===== config.mk =====
export PLATFORM = sky130hd
export DESIGN_NAME = ttf_temp_trim
export DESIGN_NICKNAME = d
export VERILOG_FILES = /design/src/design/ttf_pkg.sv /design/src/design/ttf_debounce.sv /design/src/design/ttf_temp_trim.sv
export VERILOG_INCLUDE_DIRS = /design/src /design/src/design
export SDC_FILE = /design/constraint.sdc
export NUM_CORES = 1
export LEC_CHECK = 0
export BUFFER_PORTS_ARGS = -buffer_cell sky130_fd_sc_hd__buf_2
export CORE_ASPECT_RATIO = 0.5
export CORE_MARGIN = 4
export CORE_UTILIZATION = 40
export CTS_BUF_LIST = sky130_fd_sc_hd__clkbuf_16
export DETAILED_ROUTE_END_ITERATION = 7
export SYNTH_ARGS = -nofsm -noshare
export SYNTH_HDL_FRONTEND = slang
export SYNTH_SLANG_ARGS = --single-unit

===== constraint.sdc =====
create_clock -name clk_sys_in -period 21 [get_ports clk_sys_in]
set_input_delay 4.2 -clock clk_sys_in [delete_from_list [all_inputs] [get_ports clk_sys_in]]
set_output_delay 4.2 -clock clk_sys_in [all_outputs]
set_load 0.03 [all_outputs]

===== src/design/ttf_cfg.svh =====
`ifndef TTF_CFG_SVH
`define TTF_CFG_SVH
// register byte addresses on the 16-bit register port
`define TTF_ADDR_OFS_HIGH 16'hFE16
`define TTF_ADDR_OFS_LOW 16'hFE17
`define TTF_ADDR_GAIN 16'hFE18
`define TTF_ADDR_THRESH 16'hFE19
// field positions
`define TTF_OFS_MSB_BIT 0
`define TTF_OFS_POL_BIT 1
`define TTF_GAIN_POL_BIT 7
`define TTF_GAIN_MAG_HI 6
// reset values
`define TTF_RST_REG 8'h00
`define TTF_RST_THRESH 8'h03
// debounce time in microseconds and clock rate
`define TTF_DEBOUNCE_US 100000
`define TTF_CLK_MHZ 200
`define TTF_DEBOUNCE_CYC (`TTF_DEBOUNCE_US * `TTF_CLK_MHZ)
`endif


===== src/design/ttf_pkg.sv =====
package ttf_pkg;
	// debounce state of the fault flag
	typedef enum logic [2:0] {
		TTF_IDLE = 3'b001,
		TTF_COUNT = 3'b010,
		TTF_FAULT = 3'b100
	} ttf_state_t;
endpackage : ttf_pkg


===== src/design/ttf_debounce.sv =====
`timescale 1ns/1ps
`include "ttf_cfg.svh"
// holds a level for a programmable number of cycles before reporting it
module ttf_debounce
	import ttf_pkg::*;
#(
	parameter int CNT_W = 25
) (
	input wire logic clk_sys_in,
	input wire logic rst_in,
	input wire logic cond_in,
	input wire logic [CNT_W-1:0] limit_in,
	output logic flag_out
);
	ttf_state_t state;
	ttf_state_t next_state;
	logic [CNT_W-1:0] cnt;
	logic [CNT_W-1:0] next_cnt;

	// ------------------------------------------------------------
	// debounce machine
	// ------------------------------------------------------------
	// any drop of the condition restarts the interval from zero
	always_comb begin
		next_state = state;
		next_cnt = cnt;
		case (state)
			TTF_IDLE: begin
				next_cnt = '0;
				if (cond_in) begin
					next_state = TTF_COUNT;
					next_cnt = CNT_W'(1);
				end
			end
			TTF_COUNT: begin
				if (!cond_in) begin
					next_state = TTF_IDLE;
					next_cnt = '0;
				end else if (cnt >= limit_in) begin
					next_state = TTF_FAULT;
				end else begin
					next_cnt = cnt + CNT_W'(1);
				end
			end
			TTF_FAULT: begin
				if (!cond_in) begin
					next_state = TTF_IDLE;
					next_cnt = '0;
				end
			end
			default: begin
				next_state = TTF_IDLE;
				next_cnt = '0;
			end
		endcase
	end

	always_ff @(posedge clk_sys_in or posedge rst_in) begin
		if (rst_in) begin
			state <= TTF_IDLE;
			cnt <= '0;
		end else begin
			state <= next_state;
			cnt <= next_cnt;
		end
	end

	assign flag_out = (state == TTF_FAULT);

	// ------------------------------------------------------------
	// checks
	// ------------------------------------------------------------
	property p_restart;
		@(posedge clk_sys_in) disable iff (rst_in)
		!cond_in |=> !flag_out && cnt == '0;
	endproperty
	a_restart: assert property (p_restart)
		else $error("debounce did not restart");

	property p_no_early;
		@(posedge clk_sys_in) disable iff (rst_in)
		$rose(flag_out) |-> $past(cnt) >= limit_in && $past(cond_in);
	endproperty
	a_no_early: assert property (p_no_early)
		else $error("fault flag before debounce end");

	c_fault: cover property (@(posedge clk_sys_in) $rose(flag_out));
	c_abort: cover property (@(posedge clk_sys_in)
		state == TTF_COUNT && !cond_in);
endmodule : ttf_debounce


===== src/design/ttf_temp_trim.sv =====
`timescale 1ns/1ps
`include "ttf_cfg.svh"
// Overview of operation
// - trim writes ignored until unlocked
// - nine-bit offset: high bit0 plus low byte
// - polarity bit1 set subtracts offset, else adds
// - gain bit7 set gives negative gain trim
// - gain magnitude bits 6..0 scale gain
// - zero-extended threshold versus nine reading MSBs
// - fault when reading below threshold
// - fault debounced for 100 ms
// - one threshold count is 3.125 mV
module ttf_temp_trim
	import ttf_pkg::*;
#(
	parameter int ADC_W = 12,
	parameter int DEBOUNCE_CYC = `TTF_DEBOUNCE_CYC,
	parameter int CNT_W = 25
) (
	input wire logic clk_sys_in,
	input wire logic rst_in,
	input wire logic trim_unlock_in,
	input wire logic reg_wr_in,
	input wire logic reg_rd_in,
	input wire logic [15:0] reg_addr_in,
	input wire logic [7:0] reg_wdata_in,
	output logic [7:0] reg_rdata_out,
	input wire logic adc_valid_in,
	input wire logic [ADC_W-1:0] adc_data_in,
	output logic [ADC_W-1:0] temp_trimmed_out,
	output logic temp_valid_out,
	output logic overtemp_fault_out
);
	localparam int SUM_W = ADC_W + 9;

	logic [7:0] temp_offset_trim_high;
	logic [7:0] temp_offset_trim_low;
	logic [7:0] temp_gain_trim;
	logic [7:0] overtemp_fault_threshold;
	logic [7:0] next_ofs_high;
	logic [7:0] next_ofs_low;
	logic [7:0] next_gain;
	logic [7:0] next_thresh;
	logic [7:0] next_rdata;
	logic [ADC_W-1:0] next_trimmed;
	logic next_valid;
	logic below_thresh;
	logic [8:0] thresh9;

	// saturate a signed intermediate into the unsigned reading range
	function automatic logic [ADC_W-1:0] clamp(input logic signed [SUM_W:0] v);
		if (v < 0)
			clamp = '0;
		else if (v > $signed({{(SUM_W-ADC_W+1){1'b0}}, {ADC_W{1'b1}}}))
			clamp = '1;
		else
			clamp = v[ADC_W-1:0];
	endfunction : clamp

	// ------------------------------------------------------------
	// register port
	// ------------------------------------------------------------
	// trims only move while unlocked; threshold is always writable
	always_comb begin
		next_ofs_high = temp_offset_trim_high;
		next_ofs_low = temp_offset_trim_low;
		next_gain = temp_gain_trim;
		next_thresh = overtemp_fault_threshold;
		if (reg_wr_in) begin
			case (reg_addr_in)
				`TTF_ADDR_OFS_HIGH: if (trim_unlock_in)
					next_ofs_high = reg_wdata_in;
				`TTF_ADDR_OFS_LOW: if (trim_unlock_in)
					next_ofs_low = reg_wdata_in;
				`TTF_ADDR_GAIN: if (trim_unlock_in)
					next_gain = reg_wdata_in;
				`TTF_ADDR_THRESH: next_thresh = reg_wdata_in;
				default: begin
				end
			endcase
		end
		// reads return register contents; unmapped addresses read zero
		case (reg_addr_in)
			`TTF_ADDR_OFS_HIGH: next_rdata = temp_offset_trim_high;
			`TTF_ADDR_OFS_LOW: next_rdata = temp_offset_trim_low;
			`TTF_ADDR_GAIN: next_rdata = temp_gain_trim;
			`TTF_ADDR_THRESH: next_rdata = overtemp_fault_threshold;
			default: next_rdata = 8'h00;
		endcase
		if (!reg_rd_in)
			next_rdata = reg_rdata_out;
	end

	always_ff @(posedge clk_sys_in or posedge rst_in) begin
		if (rst_in) begin
			temp_offset_trim_high <= `TTF_RST_REG;
			temp_offset_trim_low <= `TTF_RST_REG;
			temp_gain_trim <= `TTF_RST_REG;
			overtemp_fault_threshold <= `TTF_RST_THRESH;
			reg_rdata_out <= 8'h00;
		end else begin
			temp_offset_trim_high <= next_ofs_high;
			temp_offset_trim_low <= next_ofs_low;
			temp_gain_trim <= next_gain;
			overtemp_fault_threshold <= next_thresh;
			reg_rdata_out <= next_rdata;
		end
	end

	// ------------------------------------------------------------
	// trim datapath
	// ------------------------------------------------------------
	// gain step is 1/1024 per count; sign-magnitude, then offset.
	// one register stage keeps it short; result saturates, no wrap.
	always_comb begin
		logic signed [SUM_W:0] rd;
		logic signed [SUM_W:0] gadj;
		logic signed [SUM_W:0] ofs;
		gadj = '0;
		ofs = '0;
		rd = $signed({{(SUM_W-ADC_W+1){1'b0}}, adc_data_in});
		gadj = (rd * $signed({1'b0, temp_gain_trim[`TTF_GAIN_MAG_HI:0]}))
			>>> 10;
		if (temp_gain_trim[`TTF_GAIN_POL_BIT])
			rd = rd - gadj;
		else
			rd = rd + gadj;
		ofs = $signed({{(SUM_W-8){1'b0}},
			temp_offset_trim_high[`TTF_OFS_MSB_BIT],
			temp_offset_trim_low});
		if (temp_offset_trim_high[`TTF_OFS_POL_BIT])
			rd = rd - ofs;
		else
			rd = rd + ofs;
		next_trimmed = adc_valid_in ? clamp(rd) : temp_trimmed_out;
		next_valid = adc_valid_in;
	end

	always_ff @(posedge clk_sys_in or posedge rst_in) begin
		if (rst_in) begin
			temp_trimmed_out <= '0;
			temp_valid_out <= 1'b0;
		end else begin
			temp_trimmed_out <= next_trimmed;
			temp_valid_out <= next_valid;
		end
	end

	// ------------------------------------------------------------
	// fault compare and debounce
	// ------------------------------------------------------------
	// one threshold count is 3.125 mV of sensor voltage; codes
	// outside 0x03..0xFA are software's to avoid, not checked here
	assign thresh9 = {1'b0, overtemp_fault_threshold};
	assign below_thresh =
		temp_trimmed_out[ADC_W-1:ADC_W-9] < thresh9;

	ttf_debounce #(
		.CNT_W(CNT_W)
	) u_debounce (
		.clk_sys_in(clk_sys_in),
		.rst_in(rst_in),
		.cond_in(below_thresh),
		.limit_in(CNT_W'(DEBOUNCE_CYC - 1)),
		.flag_out(overtemp_fault_out)
	);

	// ------------------------------------------------------------
	// checks
	// ------------------------------------------------------------
	property p_locked;
		@(posedge clk_sys_in) disable iff (rst_in)
		reg_wr_in && !trim_unlock_in && reg_addr_in == `TTF_ADDR_GAIN
		|=> $stable(temp_gain_trim);
	endproperty
	a_locked: assert property (p_locked)
		else $error("gain trim changed while locked");

	property p_unlocked;
		@(posedge clk_sys_in) disable iff (rst_in)
		reg_wr_in && trim_unlock_in && reg_addr_in == `TTF_ADDR_OFS_LOW
		|=> temp_offset_trim_low == $past(reg_wdata_in);
	endproperty
	a_unlocked: assert property (p_unlocked)
		else $error("offset low write lost");

	property p_zero_trim;
		@(posedge clk_sys_in) disable iff (rst_in)
		adc_valid_in && temp_gain_trim[6:0] == 7'h00 &&
		temp_offset_trim_low == 8'h00 &&
		temp_offset_trim_high[0] == 1'b0
		|=> temp_trimmed_out == $past(adc_data_in);
	endproperty
	a_zero_trim: assert property (p_zero_trim)
		else $error("zero trim altered the reading");

	property p_sub;
		@(posedge clk_sys_in) disable iff (rst_in)
		adc_valid_in && temp_gain_trim[6:0] == 7'h00 &&
		temp_offset_trim_high[1:0] == 2'b10 &&
		adc_data_in >= ADC_W'(temp_offset_trim_low)
		|=> temp_trimmed_out ==
			$past(adc_data_in) - ADC_W'($past(temp_offset_trim_low));
	endproperty
	a_sub: assert property (p_sub)
		else $error("negative offset not subtracted");

	property p_neg_gain;
		@(posedge clk_sys_in) disable iff (rst_in)
		adc_valid_in && temp_gain_trim[7] &&
		temp_offset_trim_low == 8'h00 && temp_offset_trim_high[0] == 1'b0
		|=> temp_trimmed_out <= $past(adc_data_in);
	endproperty
	a_neg_gain: assert property (p_neg_gain)
		else $error("negative gain raised the reading");

	property p_compare;
		@(posedge clk_sys_in) disable iff (rst_in)
		// whole-reading form, so the check does not reuse the slice
		below_thresh == (int'(temp_trimmed_out) <
			(int'(overtemp_fault_threshold) << (ADC_W - 9)));
	endproperty
	a_compare: assert property (p_compare)
		else $error("threshold compare wrong");

	property p_fault_cause;
		@(posedge clk_sys_in) disable iff (rst_in)
		overtemp_fault_out |-> $past(below_thresh);
	endproperty
	a_fault_cause: assert property (p_fault_cause)
		else $error("fault without low reading");

	c_unlock_wr: cover property (@(posedge clk_sys_in)
		reg_wr_in && trim_unlock_in);
	c_below: cover property (@(posedge clk_sys_in) $rose(below_thresh));
	c_fault_top: cover property (@(posedge clk_sys_in)
		$fell(overtemp_fault_out));
endmodule : ttf_temp_trim


==> metrics.txt <==
post-route minimum period=13.11 ns; most numerous cell on the critical path=sky130_fd_sc_hd__fa_1; ANT cells=0; initial antenna violation count=0; worst hold-check path type=reg -> reg; area share of the largest cell type after synthesis=23.12%; maximum capacitance violations=0; number of buffer cells added on primary ports=63; number of different library cells in the post-synthesis netlist=61; Remaining Overflow, GRT=0; most frequent cells in the layout=106 x sky130_fd_sc_hd__inv_1, 87 x sky130_fd_sc_hd__ha_1, 78 x sky130_fd_sc_hd__dfrtp_1; smallest hold slack=0.4845 ns; vias per inst=5.290; Crit. End Element=flip-flop; total negative slack for setup checks=0 ns; number of pins exceeding their max-slew limit in the final report=0; setup skew after layout=0.006969 ns; Leak Pwr=4.615 nW; CTS Hold Buffers Added=0; status=completed; remaining number of nets flagged by the antenna check after routing=0; total number of H-tree levels=3; crit path max-delay cell type=sky130_fd_sc_hd__nor3_1; total setup buffers inserted after CTS=0; number of inserted filler cells in the final layout=2011; wire length of the first global-routing pass=34.53 mm; number of enable flip-flop cells after synthesis=0; Final Core Density=45.28%; final hold violation count=0; TritonCTS clock tree=done; # IOs=64; gp weighted congestion=0.9388; Highest Signal Layer=met4; wl on met1=9.851 mm; fraction of final layout cells with drive strength greater than 1=14.39%; most instantiated flip-flop cell in the synthesis netlist=sky130_fd_sc_hd__dfrtp_1; Die Width=213.5 um; remaining max-slew budget at the tightest pin=23.05%; Crit path required time=21.22 ns; maximum operating frequency=76.31 MHz; met2 wire len=9.469 mm; # clock sinks=81; vertical extent of the die=110.7 um; standard cell area after detailed placement=9041 um2; synthesis warning total=0; maximum number of pins on one net before global-route repair=82; CP Launch Type=input pin; finished layout cell area=9349 um2; DR iter-0 viols=433; library cell occupying the most area in the post-synthesis netlist=sky130_fd_sc_hd__dfrtp_1; cell at the root of the clock tree=sky130_fd_sc_hd__clkbuf_16; area of the mapped netlist=8442 um2; routed length on met3=627 um; most common library cell in the layout ignoring fill and taps=sky130_fd_sc_hd__inv_1; overall fraction of global-route tracks in use=17.55%; Mapped Avg Cell Area=8.971 um2; number of buffers created by CTS=9; Max Buffers Root-to-Sink=2; net count reported at finish=1176; worst slack at placement=7.558 ns; number of iterations in the first detailed-routing pass=5; final setup vio count=0; DIE AREA=23630 um2; clock-pin slew on the worst setup and hold paths=0.07 ns; endpoint arrival time on the critical path=13.33 ns; sequential area share after synthesis=24.06%; via count of the first global-routing pass=6788; FF+latch count, synth=81; nets in the synthesized netlist=1121; number of gates given a new drive strength after cts=0; cell area power density=40.20 nW/um2; final cycle utilization of the critical path=62.41%; worst ir drop on vdd=0.00003724 V; maximum fanout along the worst path=12; placeable core region=20650 um2; Mapped Cells=941; number of vias in the routed layout=6740; post-detailed-route DRC marker count=0; Detail Placement HPWL=16.13 mm; Post-synth ARST share=100.0%; area overhead of the layout relative to synthesis=10.75%; clk_lat worst skew=0.34 ns; routed length per instance=15.74 um; setup ws final=7.895 ns; actual slew at the worst max-slew pin=1.145 ns; type of the setup path with the least slack=in -> reg; Slowest Stage Delay on Critical Path=0.87 ns; starting density of the core=40.89%; RSZ-0062 raised after global routing=false; drt total wl=20.05 mm; top cells by area, synth=sky130_fd_sc_hd__dfrtp_1 23%, sky130_fd_sc_hd__ha_1 13%, sky130_fd_sc_hd__fa_1 12%; standard-cell rows=37
-- kinds of logic (layout without fill, tap and decap cells) --
kind of cell | Yosys count | in the layout | share of synthesized area, %
simple gates | 307 | 307 | 18.62
fa+ha+maj | 138 | 138 | 24.99
flops | 81 | 81 | 24.06
buf+inv | 133 | 193 | 6.092
compound gates | 187 | 187 | 15.44
xor+xnor | 61 | 61 | 6.329
mux | 34 | 34 | 4.476
-- cells in the mapped netlist (all sizes together) (20+ instances only) --
cell,instances
clkbuf,20
mux2,30
xnor2,34
a21oi,35
ha,87
dfrtp,78
inv,108
xor2,27
and2,59
nand2,75
a21o,22
nor2,58
nor3,20
o21ai,36
fa,51
-- sequential cells by signal (all words and copies together) (netlist names) --
register                  flops
overtemp_fault_threshold      8
reg_rdata_out                 8
temp_offset_trim_low          8
temp_valid_out                1
temp_offset_trim_high         8
temp_gain_trim                8
temp_trimmed_out             12
u_debounce.cnt               25
u_debounce.state              3
-- layer usage --
layer | track usage [%] | up-vias
met5 | 0 | -
met4 | 2.983 | 0
met3 | 2.347 | 7
met2 | 28.49 | 91
met1 | 25.42 | 3290
li1 | - | 3352
-- per-stage QoR --
step,instances,power [mW]
after detailed placement,1258,0.2157
after global routing,1274,0.3920
after CTS,1274,0.3801
after floorplan,941,0.1970
final,1274,0.3758
after global placement,1258,0.2147
-- report_power, final --
group	total, mW	internal (mW)	leakage (nW)	switching (mW)
combinational	0.0489	0.0185	3.40	0.0304
sequential	0.163	0.160	1.06	0.00352
clock	0.164	0.0943	0.151	0.0694
total	0.376	0.272	4.62	0.103
-- path summary, 6_finish.rpt --
path | slack [ns] | cells after the start | end | from
worst min-delay path | 0.48 | 1 | u_debounce.cnt[11]$_DFFE_PP0P_ | u_debounce.cnt[11]$_DFFE_PP0P_
worst max-delay path | 7.89 | 35 | temp_trimmed_out[9]$_DFFE_PP0P_ | adc_data_in[1]
worst min register to register | 0.48 | 1 | u_debounce.cnt[11]$_DFFE_PP0P_ | u_debounce.cnt[11]$_DFFE_PP0P_
min in group asynchronous | 4.17 | 3 | reg_rdata_out[3]$_DFFE_PP0P_ | rst_in
max in group asynchronous | 16.15 | 3 | u_debounce.cnt[12]$_DFFE_PP0P_ | rst_in
worst max register to register | 11.18 | 31 | temp_trimmed_out[9]$_DFFE_PP0P_ | temp_gain_trim[6]$_DFFE_PP0P_
-- cell type report --
class	count	area [um2]	area share, %
Clock buffer	9	225.2	2.409
Clock inverter	7	82.58	0.8833
Inverter	108	411.6	4.403
Multi-Input combinational cell	727	5897	63.08
Sequential cell	81	2031	21.72
Tap cell	273	341.6	3.654
Timing Repair Buffer	69	360.3	3.854
-- worst max-delay path, delay by kind of cell --
family / cells / cell delay (ns)
AOI/OAI and AO/OA: 11 / 2.29
adders and majority gates: 7 / 2.94
muxes: 1 / 0.12
and+or+nand+nor: 11 / 3.22
buffers and inverters: 4 / 0.32
xor gates and xnor gates: 1 / 0.25
No activity file was read; power rests on OpenSTA's default activity.
